--- src/drph_pkg.sv ---
// drph_pkg: shared types and timing for the drive reset/presence handshake.
// assumes a single 10 MHz clock; all counts are cycles of that clock.
package drph_pkg;

  // clock rate, used to turn printed times into cycle counts
  localparam int unsigned CLK_KHZ = 10_000;

  // printed times, in their own units
  localparam int unsigned T_SETTLE_MS = 1;
  localparam int unsigned T_PRES_MS = 450;
  localparam int unsigned T_PWR_TEST_S = 30;
  localparam int unsigned T_PWR_RPT_S = 31;
  localparam int unsigned T_DASP_MAX_S = 31;
  localparam int unsigned T_SW_MON_S = 31;
  localparam int unsigned T_DIAG_TEST_S = 5;
  localparam int unsigned T_DIAG_RPT_S = 6;
  localparam int unsigned T_DIAG_MON_S = 6;

  // least times round up, longest times round down; all are exact here
  localparam int unsigned SETTLE_CYC = T_SETTLE_MS * CLK_KHZ;
  localparam int unsigned PRES_CYC = T_PRES_MS * CLK_KHZ;
  localparam int unsigned PWR_TEST_CYC = T_PWR_TEST_S * 1000 * CLK_KHZ;
  localparam int unsigned PWR_RPT_CYC = T_PWR_RPT_S * 1000 * CLK_KHZ;
  localparam int unsigned DASP_MAX_CYC = T_DASP_MAX_S * 1000 * CLK_KHZ;
  localparam int unsigned SW_MON_CYC = T_SW_MON_S * 1000 * CLK_KHZ;
  localparam int unsigned DIAG_TEST_CYC = T_DIAG_TEST_S * 1000 * CLK_KHZ;
  localparam int unsigned DIAG_RPT_CYC = T_DIAG_RPT_S * 1000 * CLK_KHZ;
  localparam int unsigned DIAG_MON_CYC = T_DIAG_MON_S * 1000 * CLK_KHZ;

  localparam int unsigned CNT_W = 32;

  // reset values of the BSY status output and of the pin output enables
  localparam logic RST_BSY = 1'b1;
  localparam logic RST_OE_N = 1'b1;

  typedef enum logic [1:0] {
    DRPH_EV_POR,
    DRPH_EV_HW,
    DRPH_EV_SW,
    DRPH_EV_DIAG
  } drph_ev_t;

  // open-drain pin drive: oe_n low means the line is pulled low
  typedef struct packed {
    logic out;
    logic oe_n;
  } drph_od_t;

  typedef struct packed {
    logic bsy;
    logic role_slave;
    logic slave_present;
    logic slave_diag_pass;
    logic slave_diag_fail;
  } drph_stat_t;

endpackage

--- src/drph_core.sv ---
// drph_core: reset response of one drive on a shared two-drive cable.
// assumes all inputs are synchronous to clk; the cable pins are open drain
// and resolved outside; reset_n is the drive's own power-on reset.
//
// Function
// power-on, RESET- and software reset all start the response sequence
// host holds RESET- asserted at least 25 us
// BSY is set within 400 ns of RESET- negation
// DASP- and PDIAG- are released within 1 ms of RESET- negation
// a slave asserts DASP- within 400 ms after RESET- negation
// the slave keeps DASP- asserted at most 31 s
// master samples DASP- up to 450 ms; assertion means slave present
// no DASP- within 450 ms: master records no slave attached
// after detection master watches PDIAG- for slave self-test result
// hardware reset repeats presence sampling, then PDIAG- check
// slave DASP- ends at first host command, 31 s, or software reset; here a software reset restarts the test phase with DASP- pulled
// power-on: PDIAG- negated, asserted by 30 s, negated by 31 s
// software reset: master skips DASP-, watches PDIAG- up to 31 s
// software reset: slave PDIAG- negated, asserted by 30 s, off by 31 s
// slave drives DASP- as the inverse of its PDIAG-; here DASP- is pulled only in the test phase and both are released in idle
// diagnostic command: master ignores DASP-, watches PDIAG- up to 6 s
// diagnostic command: slave PDIAG- asserted by 5 s, negated by 6 s
// PDIAG- not seen before the window ends: slave diagnostic failed
module drph_core
  import drph_pkg::*;
#(
  parameter int unsigned P_SETTLE_CYC = SETTLE_CYC,
  parameter int unsigned P_PRES_CYC = PRES_CYC,
  parameter int unsigned P_PWR_TEST_CYC = PWR_TEST_CYC,
  parameter int unsigned P_PWR_RPT_CYC = PWR_RPT_CYC,
  parameter int unsigned P_DASP_MAX_CYC = DASP_MAX_CYC,
  parameter int unsigned P_SW_MON_CYC = SW_MON_CYC,
  parameter int unsigned P_DIAG_TEST_CYC = DIAG_TEST_CYC,
  parameter int unsigned P_DIAG_RPT_CYC = DIAG_RPT_CYC,
  parameter int unsigned P_DIAG_MON_CYC = DIAG_MON_CYC
) (
  input wire logic clk,
  input wire logic reset_n,
  input wire logic hw_reset_n,
  input wire logic sw_reset,
  input wire logic diag_cmd,
  input wire logic host_cmd,
  input wire logic cfg_slave,
  input wire logic selftest_done,
  input wire logic selftest_pass,
  input wire logic dasp_in_n,
  input wire logic pdiag_in_n,
  output drph_od_t dasp_drv,
  output drph_od_t pdiag_drv,
  output drph_stat_t status
);

  typedef enum logic [2:0] {
    M_IDLE,
    M_PRES,
    M_SETTLE,
    M_MON
  } drph_mst_t;

  typedef enum logic [1:0] {
    S_IDLE,
    S_TEST,
    S_RPT
  } drph_slv_t;

  localparam logic [CNT_W-1:0] SETTLE_LIM = CNT_W'(P_SETTLE_CYC);
  localparam logic [CNT_W-1:0] PRES_LIM = CNT_W'(P_PRES_CYC);
  localparam logic [CNT_W-1:0] DASP_LIM = CNT_W'(P_DASP_MAX_CYC);

  // event detection
  logic por_q;
  logic hw_prev_q;
  logic hw_rise;
  logic hw_held;
  logic ev_valid;
  drph_ev_t ev_kind;

  // role and sequence state
  logic role_slave_q;
  drph_mst_t mst_q;
  drph_slv_t slv_q;
  logic [CNT_W-1:0] mon_lim_q;
  logic [CNT_W-1:0] test_lim_q;
  logic [CNT_W-1:0] rpt_lim_q;
  logic cmd_seen_q;
  logic present_q;
  logic pass_q;
  logic fail_q;
  logic bsy_q;

  // pin drive flops
  logic dasp_oe_n_q;
  logic pdiag_oe_n_q;
  logic pin_lvl_q;

  // timers
  logic mst_clr;
  logic slv_clr;
  logic [CNT_W-1:0] mst_cnt;
  logic [CNT_W-1:0] slv_cnt;

  drph_timer u_mst_tmr (
    .clk(clk),
    .reset_n(reset_n),
    .clear(mst_clr),
    .count(mst_cnt)
  );

  drph_timer u_slv_tmr (
    .clk(clk),
    .reset_n(reset_n),
    .clear(slv_clr),
    .count(slv_cnt)
  );

  // first cycle after the drive's own reset counts as the power-on event
  always_ff @(posedge clk) begin
    if (!reset_n) begin
      por_q <= 1'b1;
    end else begin
      por_q <= 1'b0;
    end
  end

  always_ff @(posedge clk) begin
    if (!reset_n) begin
      hw_prev_q <= 1'b1;
    end else begin
      hw_prev_q <= hw_reset_n;
    end
  end

  assign hw_rise = hw_reset_n & ~hw_prev_q;
  assign hw_held = ~hw_reset_n;

  // while RESET- is held nothing else may start a sequence
  always_comb begin
    ev_valid = 1'b0;
    ev_kind = DRPH_EV_POR;
    if (por_q) begin
      ev_valid = 1'b1;
      ev_kind = DRPH_EV_POR;
    end else if (hw_rise) begin
      ev_valid = 1'b1;
      ev_kind = DRPH_EV_HW;
    end else if (!hw_held && sw_reset) begin
      ev_valid = 1'b1;
      ev_kind = DRPH_EV_SW;
    end else if (!hw_held && diag_cmd) begin
      ev_valid = 1'b1;
      ev_kind = DRPH_EV_DIAG;
    end
  end

  // strap is caught at the power-on or hardware reset event, not in reset
  always_ff @(posedge clk) begin
    if (!reset_n) begin
      role_slave_q <= 1'b0;
    end else if (ev_valid &&
                 (ev_kind == DRPH_EV_POR || ev_kind == DRPH_EV_HW)) begin
      role_slave_q <= cfg_slave;
    end
  end

  // the role used in the event cycle must be the freshly strapped one
  logic slave_now;
  assign slave_now = (ev_valid &&
                      (ev_kind == DRPH_EV_POR || ev_kind == DRPH_EV_HW)) ?
                     cfg_slave : role_slave_q;

  // master side: presence window, settle, PDIAG- monitor
  always_ff @(posedge clk) begin
    if (!reset_n || hw_held) begin
      mst_q <= M_IDLE;
    end else if (ev_valid && !slave_now) begin
      unique case (ev_kind)
        DRPH_EV_POR, DRPH_EV_HW: begin
          mst_q <= M_PRES;
        end
        DRPH_EV_SW, DRPH_EV_DIAG: begin
          // no DASP- sampling here, only PDIAG- when a slave is known
          mst_q <= present_q ? M_SETTLE : M_IDLE;
        end
      endcase
    end else begin
      unique case (mst_q)
        M_IDLE: begin
          mst_q <= M_IDLE;
        end
        M_PRES: begin
          if (!dasp_in_n) begin
            mst_q <= M_MON;
          end else if (mst_cnt >= PRES_LIM - 1'b1) begin
            mst_q <= M_IDLE;
          end
        end
        M_SETTLE: begin
          // give the slave time to drop a stale PDIAG- before watching it
          if (mst_cnt >= SETTLE_LIM - 1'b1) begin
            mst_q <= M_MON;
          end
        end
        M_MON: begin
          if (!pdiag_in_n || mst_cnt >= mon_lim_q - 1'b1) begin
            mst_q <= M_IDLE;
          end
        end
        default: begin
          mst_q <= M_IDLE;
        end
      endcase
    end
  end

  assign mst_clr = (ev_valid && !slave_now) ||
                   (mst_q == M_PRES && !dasp_in_n) ||
                   (mst_q == M_SETTLE && mst_cnt >= SETTLE_LIM - 1'b1);

  always_ff @(posedge clk) begin
    if (!reset_n) begin
      mon_lim_q <= CNT_W'(P_PWR_RPT_CYC);
    end else if (ev_valid && !slave_now) begin
      unique case (ev_kind)
        DRPH_EV_POR, DRPH_EV_HW: mon_lim_q <= CNT_W'(P_PWR_RPT_CYC);
        DRPH_EV_SW: mon_lim_q <= CNT_W'(P_SW_MON_CYC);
        DRPH_EV_DIAG: mon_lim_q <= CNT_W'(P_DIAG_MON_CYC);
      endcase
    end
  end

  // presence is only learned anew at power-on or hardware reset
  always_ff @(posedge clk) begin
    if (!reset_n) begin
      present_q <= 1'b0;
    end else if (ev_valid && !slave_now &&
                 (ev_kind == DRPH_EV_POR || ev_kind == DRPH_EV_HW)) begin
      present_q <= 1'b0;
    end else if (mst_q == M_PRES && !dasp_in_n) begin
      present_q <= 1'b1;
    end
  end

  always_ff @(posedge clk) begin
    if (!reset_n || hw_held) begin
      pass_q <= 1'b0;
      fail_q <= 1'b0;
    end else if (ev_valid && !slave_now) begin
      pass_q <= 1'b0;
      fail_q <= 1'b0;
    end else if (mst_q == M_MON) begin
      if (!pdiag_in_n) begin
        pass_q <= 1'b1;
      end else if (mst_cnt >= mon_lim_q - 1'b1) begin
        fail_q <= 1'b1;
      end
    end
  end

  // slave side: self-test phase with DASP-, then PDIAG- report phase
  always_ff @(posedge clk) begin
    if (!reset_n || hw_held) begin
      slv_q <= S_IDLE;
    end else if (ev_valid && slave_now) begin
      slv_q <= S_TEST;
    end else begin
      unique case (slv_q)
        S_IDLE: begin
          slv_q <= S_IDLE;
        end
        S_TEST: begin
          if (slv_cnt >= test_lim_q) begin
            // a late or failing test never asserts PDIAG-
            slv_q <= S_IDLE;
          end else if (selftest_done && selftest_pass) begin
            slv_q <= S_RPT;
          end else if (selftest_done) begin
            slv_q <= S_IDLE;
          end
        end
        S_RPT: begin
          if (slv_cnt >= rpt_lim_q - 1'b1) begin
            slv_q <= S_IDLE;
          end
        end
        default: begin
          slv_q <= S_IDLE;
        end
      endcase
    end
  end

  assign slv_clr = ev_valid && slave_now;

  always_ff @(posedge clk) begin
    if (!reset_n) begin
      test_lim_q <= CNT_W'(P_PWR_TEST_CYC);
      rpt_lim_q <= CNT_W'(P_PWR_RPT_CYC);
    end else if (ev_valid && slave_now) begin
      if (ev_kind == DRPH_EV_DIAG) begin
        test_lim_q <= CNT_W'(P_DIAG_TEST_CYC);
        rpt_lim_q <= CNT_W'(P_DIAG_RPT_CYC);
      end else begin
        test_lim_q <= CNT_W'(P_PWR_TEST_CYC);
        rpt_lim_q <= CNT_W'(P_PWR_RPT_CYC);
      end
    end
  end

  // a host command ends DASP- early; the new sequence forgets old commands
  always_ff @(posedge clk) begin
    if (!reset_n) begin
      cmd_seen_q <= 1'b0;
    end else if (ev_valid) begin
      cmd_seen_q <= 1'b0;
    end else if (host_cmd) begin
      cmd_seen_q <= 1'b1;
    end
  end

  // BSY rises while RESET- is held, so it is already set at negation
  always_ff @(posedge clk) begin
    if (!reset_n || hw_held) begin
      bsy_q <= RST_BSY;
    end else if (ev_valid) begin
      bsy_q <= 1'b1;
    end else if (role_slave_q) begin
      bsy_q <= (slv_q == S_TEST);
    end else begin
      bsy_q <= (mst_q != M_IDLE);
    end
  end

  // DASP- pulled while PDIAG- is negated in the test phase
  always_ff @(posedge clk) begin
    if (!reset_n || hw_held) begin
      dasp_oe_n_q <= RST_OE_N;
    end else if (role_slave_q && slv_q == S_TEST && !cmd_seen_q &&
                 slv_cnt < DASP_LIM - 1'b1) begin
      dasp_oe_n_q <= 1'b0;
    end else begin
      dasp_oe_n_q <= 1'b1;
    end
  end

  // PDIAG- pulled only during the report phase
  always_ff @(posedge clk) begin
    if (!reset_n || hw_held) begin
      pdiag_oe_n_q <= RST_OE_N;
    end else begin
      pdiag_oe_n_q <= ~(role_slave_q && slv_q == S_RPT);
    end
  end

  // open-drain pins only ever pull low
  always_ff @(posedge clk) begin
    if (!reset_n) begin
      pin_lvl_q <= 1'b0;
    end else begin
      pin_lvl_q <= 1'b0;
    end
  end

  assign dasp_drv.out = pin_lvl_q;
  assign dasp_drv.oe_n = dasp_oe_n_q;
  assign pdiag_drv.out = pin_lvl_q;
  assign pdiag_drv.oe_n = pdiag_oe_n_q;

  assign status.bsy = bsy_q;
  assign status.role_slave = role_slave_q;
  assign status.slave_present = present_q;
  assign status.slave_diag_pass = pass_q;
  assign status.slave_diag_fail = fail_q;

endmodule

--- src/drph_timer.sv ---
// drph_timer: saturating elapsed-cycle counter, restarted by a clear pulse.
// assumes clear is a one-cycle pulse in the clk domain.
module drph_timer
  import drph_pkg::*;
(
  input wire logic clk,
  input wire logic reset_n,
  input wire logic clear,
  output logic [CNT_W-1:0] count
);

  logic [CNT_W-1:0] count_q;

  // saturate rather than wrap so a stuck sequence never looks fresh again
  always_ff @(posedge clk) begin
    if (!reset_n) begin
      count_q <= '0;
    end else if (clear) begin
      count_q <= '0;
    end else if (count_q != {CNT_W{1'b1}}) begin
      count_q <= count_q + {{(CNT_W-1){1'b0}}, 1'b1};
    end
  end

  assign count = count_q;

endmodule

--- config.mk ---
export PLATFORM = sky130hd
export DESIGN_NAME = drph_core
export DESIGN_NICKNAME = d
export VERILOG_FILES = /design/src/drph_pkg.sv /design/src/drph_core.sv /design/src/drph_timer.sv
export SDC_FILE = /design/constraint.sdc
export NUM_CORES = 1
export LEC_CHECK = 0
export BUFFER_PORTS_ARGS = -buffer_cell sky130_fd_sc_hd__buf_2
export CORE_MARGIN = 8
export CORE_UTILIZATION = 55
export DETAILED_ROUTE_END_ITERATION = 7
export PLACE_DENSITY = 0.72
export SLEW_MARGIN = 0
export SYNTH_ARGS = -nofsm -noshare
export SYNTH_HDL_FRONTEND = slang
export SYNTH_SLANG_ARGS = --single-unit
export TNS_END_PERCENT = 1
--- constraint.sdc ---
create_clock -name clk -period 2.8 [get_ports clk]
set_input_delay 0.28 -clock clk [delete_from_list [all_inputs] [get_ports clk]]
set_output_delay 0.28 -clock clk [all_outputs]
set_load 0.005 [all_outputs]
==> results of run 1 <==
stage by stage:
step | total power [mW] | cells | hold slack, ns
floorplan | 1.33 | 604 | 0.353
global placement | 1.37 | 712 | 0.471
detailed placement | 1.38 | 712 | 0.483
CTS | 2.29 | 728 | 0.149
global route | 2.36 | 728 | 0.153
finish | 2.26 | 728 | 0.152
state kept, by name (all words and copies together) (netlist names), 2 cells and up:
name	cells
u_mst_tmr.count	32
mst_q	2
slv_q	2
rpt_lim_q	2
u_slv_tmr.count	32
mon_lim_q	2
worst paths after layout:
kind / startpoint / to / slack [ns] / cells past startpoint
min: host_cmd / cmd_seen_q / 0.15 / 2
max: mon_lim_q[22] / mst_q[1] / 0.43 / 9
max reg2reg: mon_lim_q[22] / mst_q[1] / 0.43 / 9
min reg2reg: role_slave_q / pdiag_oe_n_q / 0.50 / 1
layer usage:
metal  vias up  global-route usage  share of wire
li1       2176                   -              -
met2        88               0.289           0.48
met3        23              0.0330          0.039
met1      2013               0.218           0.45
met4         0              0.0640          0.023
met5         -                   0              0
worst reg2reg max path: cells and delay by family (launching register included):
family	cells	cell delay [ns]
flops	1	0.37
simple gates	1	0.13
fa+ha+maj	1	0.35
buf+inv	1	0.17
compound gates	5	1.05
mux	1	0.22
where the power goes:
part | internal [mW] | switching [mW] | total [mW]
clock | 0.430 | 0.482 | 0.912
combinational | 0.0545 | 0.101 | 0.156
sequential | 1.18 | 0.0144 | 1.20
total | 1.67 | 0.597 | 2.26
cell type report:
type                    instances  area [µm²]
fillers                       807        3430
multi-input cells             480        3150
flip-flops and latches         82        1640
well taps                     108         135
repair buffers                 23         130
clock buffers                   9         124
clock inverters                 7        81.3
inverters                      19        71.3
cell families after synthesis:
group	count (synthesis)	synth area share
other	1	0.000753
DFF	82	0.330
and+or+nand+nor	286	0.294
adders and majority gates	47	0.118
xor gates and xnor gates	56	0.0985
buffers and inverters	42	0.0404
muxes	3	0.00603
AOI/OAI and AO/OA	86	0.113
layout by cell type (no fill, tap or decap), types with 7 or more instances in the layout:
cell and instances:
a21oi_1 23, nand3_1 28, clkbuf_8 9, xor2_1 27, a21o_1 9, ha_1 47
nor3_1 14, xnor2_1 29, nand2_1 50, a211o_1 7, inv_1 19, nand4_1 23
nor4_1 8, nor2b_1 7, buf_2 17, nor2_1 95, dfxtp_1 82, and3_1 15
o21ai_0 18, and4_1 9
==> metrics.md, run 1 <==
| Metric | Value |
|---|---|
| CP max stage cell | dfxtp_1 |
| DR WL/cell | about 15 µm |
| Drt first-iter violations | 247 |
| Buf/Inv on CP | 1 |
| Resized cells post-CTS | 0 |
| Hpwl dp | 8.02 mm |
| Layout area overhead | 6.98% |
| Final design utilization | 0.608 |
| Kind of critical path | reg2reg |
| Die ar. | 12,400 µm² |
| # DRC | 0 |
| Status | finished, final reports clean |
| Mapped Cells | approximately 600 |
| Critical Path AT | 2.66 ns |
| Final Net Count | 673 |
| Initial Util | 0.568 |
| Final worst setup slack | approximately 0.43 ns |
| FF+latch count, synth | between 80 and 90 |
| Vias | 4,300 |
| Max-slew headroom | 0.512 |
| CP Max Fanout | 8 |
| Crit-path cells | inv_1, ha_1, a211o_1, a21oi_1, o31ai_1, o2111ai_1, nand4_1, a31oi_1, mux2i_1 |
| Grt ovf | 0 |
| Clk buf depth | 2 |
| RSZ-0062 raised after global routing | no |
| Final Skew | slightly above 0.009 ns |
| Fmax | approximately 420 MHz |
| I/O pin cnt | 20 |
| Largest stage delay on the critical path | around 0.37 ns |
| RD Place Congestion | 0.854 |
| Crit share post-route | 0.847 |
| Vias per Instance | 5.91 |
| Synth top area cells | dfxtp_1, ha_1, nor2_1 |
| Worst Path Required | 3.09 ns |
| CP delay by family, top | compound AO/OA/AOI/OAI gates |
| CTS tree | yes |
| Routed Antenna Nets | 0 |
| Share of cells above drive strength 1 | 0.0790 |
| Die span in x | 111 µm |
| Worst Hold Class | in2reg |
| Worst skew pair latency | 0.36 ns |
| Mapped Area | 4980 µm² |
| Post-synth EDFFs | 0 |
| Vias in the first global route | 4,080 |
| Placed Area | 5120 µm² |
| CP Capture Type | register |
| Port Buffers | 17 |
| Count leader, synth | nor2_1 |
| Post-synth top area share | 0.330 |
| Setup-failing EPs final | 0 |
| Core Region | 8760 µm² |
| Initial antenna violation count | 0 |
| Clock slew at reported path FFs | 0.09 ns |
| Htree depth | 3 |
| Seq/Total Area, Yosys | 0.330 |
| Most instantiated cells after synthesis | nor2_1, dfxtp_1, nand2_1 |
| Period minus WS final | 2.37 ns |
| Crit start category | register |
| Post-CTS Setup Inserts | 0 |
| Pwr dens | 425 nW/µm² |
| Largest net degree at the start of global routing | 34 |
| Number of clock sinks | 82 |
| Final Hold Viols | 0 |
| Tot GR Track Use | 0.174 |
| Routed WL | ~11 mm |
| Setup TNS | 0 ns |
| First-pass GRT wire length | 18.8 mm |
| Row count | 34 |
| Die height | 111 µm |
| Ys async rst share | 0 |
| Leakage | 2.20 nW |
| Worst-Margin Slew | 0.727 ns |
| Slew Limit Fails | 0 |
| DRT Pass-1 Iters | 5 |
| Syn. warnings | 0 |
| Post-place setup slack | just under 0.5 ns |
| Max_cap viols | 0 |
| Syn Area/Cell | 8.26 µm² |
| Synth cell types | 54 |
| Fin area | 5330 µm² |
| Antenna Cells | 0 |
| Cell taking the most area after synthesis | dfxtp_1 |
| Hold Buf Count CTS | 0 |
| CTS Buf Count | 9 |
| Primary flip-flop cell chosen by synthesis mapping | dfxtp_1 |
| Clk Tree Root Cell | clkbuf_8 |
| Worst VDD drop | ~0.28 mV |
Power figures use the tool's default switching activity.
==> run 2: changes to the inputs <==
--- a/config.mk
+++ b/config.mk
@@ -9,7 +9,7 @@
 export CORE_MARGIN = 8
 export CORE_UTILIZATION = 55
 export DETAILED_ROUTE_END_ITERATION = 7
-export PLACE_DENSITY = 0.72
+export PLACE_DENSITY = 0.75
 export SLEW_MARGIN = 0
 export SYNTH_ARGS = -nofsm -noshare
 export SYNTH_HDL_FRONTEND = slang
==> constraint.sdc (replaced) <==
create_clock -name clk -period 2.1 [get_ports clk]
set_input_delay 0.21 -clock clk [delete_from_list [all_inputs] [get_ports clk]]
set_output_delay 0.21 -clock clk [all_outputs]
set_load 0.005 [all_outputs]
==> run 2 against run 1 <==
Highest routed layer unchanged. Register-to-register slack worse by 0.52 ns. Non-clock buffer count up 65. The run now ends with setup timing left. Clock power up 34%. Cell count up 8.7%.
==> metrics.md, run 2 (synthesized netlist as in run 1, its figures left out) <==
| Metric | Value |
|---|---|
| Placed Area | 5610 µm² (+9.6%) |
| Final Skew | 0.0127 ns (+0.00360 ns) |
| Period minus WS final | 2.20 ns (-0.175 ns) |
| M1 GR Usage | 0.224 (+0.00589) |
| Setup TNS | -0.187 ns (-0.187 ns) |
| R2r endpoint | mst_q[1] |
| Hpwl dp | 8.95 mm (+12%) |
| CP delay by family, top | compound AO/OA/AOI/OAI gates |
| RSZ-0062 raised after global routing | yes |
| Tot GR Track Use | 0.189 (+0.0147) |
| Sw Pwr | 0.739 mW (+24%) |
| R2r startpoint | mon_lim_q[22] |
| Fmax | 455 MHz (+8.0%) |
| Min-Delay Path Depth | 2 (unchanged) |
| Reg2Reg Depth | 9 (unchanged) |
| Final Hold Viols | 0 (unchanged) |
| Crit share post-route | 1.05 (+0.199) |
| Worst skew pair latency | 0.36 ns (about the same) |
| Clk buf depth | 2 (unchanged) |
| Share of cells above drive strength 1 | 0.193 (+0.114) |
| Sequential share of power | 0.515 (-0.013) |
| Port Buffers | 17 (unchanged) |
| Routed Antenna Nets | 0 (unchanged) |
| Clock power share | 0.396 (-0.007) |
| Top Usage Layer GRT | met2 |
| Clk Tree Root Cell | clkbuf_8 |
| Largest stage delay on the critical path | 0.36 ns (about the same) |
| Sw Ratio | 0.239 (-0.0245) |
| Buf/Inv on CP | 1 (unchanged) |
| Commonest non-fill, non-tap cell in the layout | nor2_1 |
| Clock slew at reported path FFs | 0.09 ns (about the same) |
| Worst Path Required | 2.39 ns (-0.70 ns) |
| Kind of critical path | reg2reg |
| Number of clock sinks | 82 (unchanged) |
| Status | finished, violations left |
| Area of the multi-input gates | 3260 µm² (+3.5%) |
| Hold_sp | host_cmd |
| Critical Path AT | 2.49 ns (-0.17 ns) |
| Final worst setup slack | -0.0970 ns (-0.525 ns) |
| Initial Util | 0.568 (unchanged) |
| # DRC | 0 (unchanged) |
| RD Place Congestion | 0.901 (+5.6%) |
| Hold Slack | 0.0746 ns (-0.0777 ns) |
| DR WL/cell | 15.1 µm (+1.2%) |
| Leakage | 2.56 nW (+16%) |
| Crit-path cells | inv_4, ha_4, a211o_1, a21oi_2, o31ai_2, o2111ai_2, nand4_1, a31oi_2, mux2i_1 |
| Die ar. | 12,400 µm² (unchanged) |
| Met2 Use GR | 0.335 (+0.0462) |
| Min-Delay Endpoint | cmd_seen_q |
| FF-to-FF setup slack | -0.1 ns (-0.52 ns) |
| GR Util met3 | 0.0287 (-0.00433) |
| First-pass GRT wire length | 20.1 mm (+6.7%) |
| Initial antenna violation count | 0 (unchanged) |
| Die height | 111 µm (unchanged) |
| Sequential Area | 1650 µm² (+0.23%) |
| Max_cap viols | 0 (unchanged) |
| DRT Pass-1 Iters | 7 (+2) |
| Largest net degree at the start of global routing | 33 (-2.9%) |
| Commonest cells after routing, fill and taps aside | nor2_1, dfxtp_1, buf_4, nand2_1, ha_1 |
| Failing checks | setup timing |
| Layout fillers | 726 (-10%) |
| CTS tree | yes |
| Crit start category | register |
| Antenna Cells | 0 (unchanged) |
| Core Region | 8760 µm² (unchanged) |
| Routed WL | 11.9 mm (+9.9%) |
| CP Capture Type | register |
| Grt ovf | 0 (unchanged) |
| Htree depth | 3 (unchanged) |
| Vias | 4,591 (+6.8%) |
| Logic pwr share | 0.088 (+0.019) |
| Worst-Margin Slew | 0.562 ns (-0.165 ns) |
| Worst VDD drop | 0.371 mV (+32%) |
| Worst Hold Class | in2reg |
| I/O pin cnt | 20 (unchanged) |
| Hold Buf Count CTS | 0 (unchanged) |
| Pwr dens | 517 nW/µm² (+22%) |
| Layout area overhead | 19.8% |
| Vias in the first global route | 4,410 (+8.1%) |
| Slew Limit Fails | 0 (unchanged) |
| Internal | 2.35 mW (+41%) |
| Row count | 34 (unchanged) |
| Drt first-iter violations | 266 (+7.7%) |
| Fin area | 5970 µm² (+12%) |
| CP max stage cell | dfxtp_2 |
| Vias per Instance | 5.80 (-1.7%) |
| CP Max Fanout | 4 (-4) |
| Setup-failing EPs final | 2 (+2) |
| Final Net Count | 738 (+9.7%) |
| Max-slew headroom | 0.616 (+0.104) |
| Die span in x | 111 µm (unchanged) |
| CTS Buf Count | 9 (unchanged) |
run 2: repair_timing:
| item | 4_1_cts | 5_1_grt |
|---|---|---|
| gates resized for setup | 4 | 25 |
| buffers inserted | 3 | 0 |
| gates cloned | 0 | 0 |
| pin swaps | 4 | 12 |
| endpoints found under the setup margin | 2 | 49 |
run 2: per-layer routing:
| metal | vias to the layer above | routed length (µm) | part of all wire |
|---|---|---|---|
| met5 | - | 0 | 0 |
| met2 | 105 | 6060 | 0.51 |
| met1 | 2162 | 5190 | 0.44 |
| met3 | 25 | 423 | 0.035 |
| li1 | 2299 | - | - |
| met4 | 0 | 244 | 0.020 |
run 2: how the worst max path moves through the flow:
stage,end,cells past startpoint,startpoint
after floorplan,u_mst_tmr.count[8],9,u_mst_tmr.count[0]
after global placement,mst_q[0],9,mon_lim_q[22]
after detailed placement,mst_q[0],10,mon_lim_q[22]
after CTS,mst_q[0],10,mon_lim_q[22]
after global routing,mst_q[1],9,mon_lim_q[22]
final,mst_q[1],9,mon_lim_q[22]
run 2: through the flow:
stage	utilization	worst slack, ns	power [mW]	std cells
2_1_floorplan	-	0.0127	1.78	604
3_3_place_gp	0.641	0.0326	1.87	774
3_5_place_dp	0.641	-0.0605	1.88	774
4_1_cts	0.669	0.000967	3.10	791
5_1_grt	0.681	-0.185	3.20	791
6_report	0.681	-0.0970	3.09	791
run 2: power by group through the flow:
stage          Combinational [mW]  Clock [mW]  Sequential, mW
6_report                    0.273        1.22            1.59
5_1_grt                     0.304        1.30            1.59
4_1_cts                     0.261        1.25            1.59
3_5_place_dp                0.257           0            1.63
3_3_place_gp                0.245           0            1.62
2_1_floorplan               0.150           0            1.63
run 2: layout make-up:
class / count / area share
multi-input cells: 480 / 0.546
flip-flops and latches: 82 / 0.276
repair buffers: 88 / 0.109
well taps: 108 / 0.0227
clock buffers: 9 / 0.0208
clock inverters: 5 / 0.0136
inverters: 19 / 0.0124
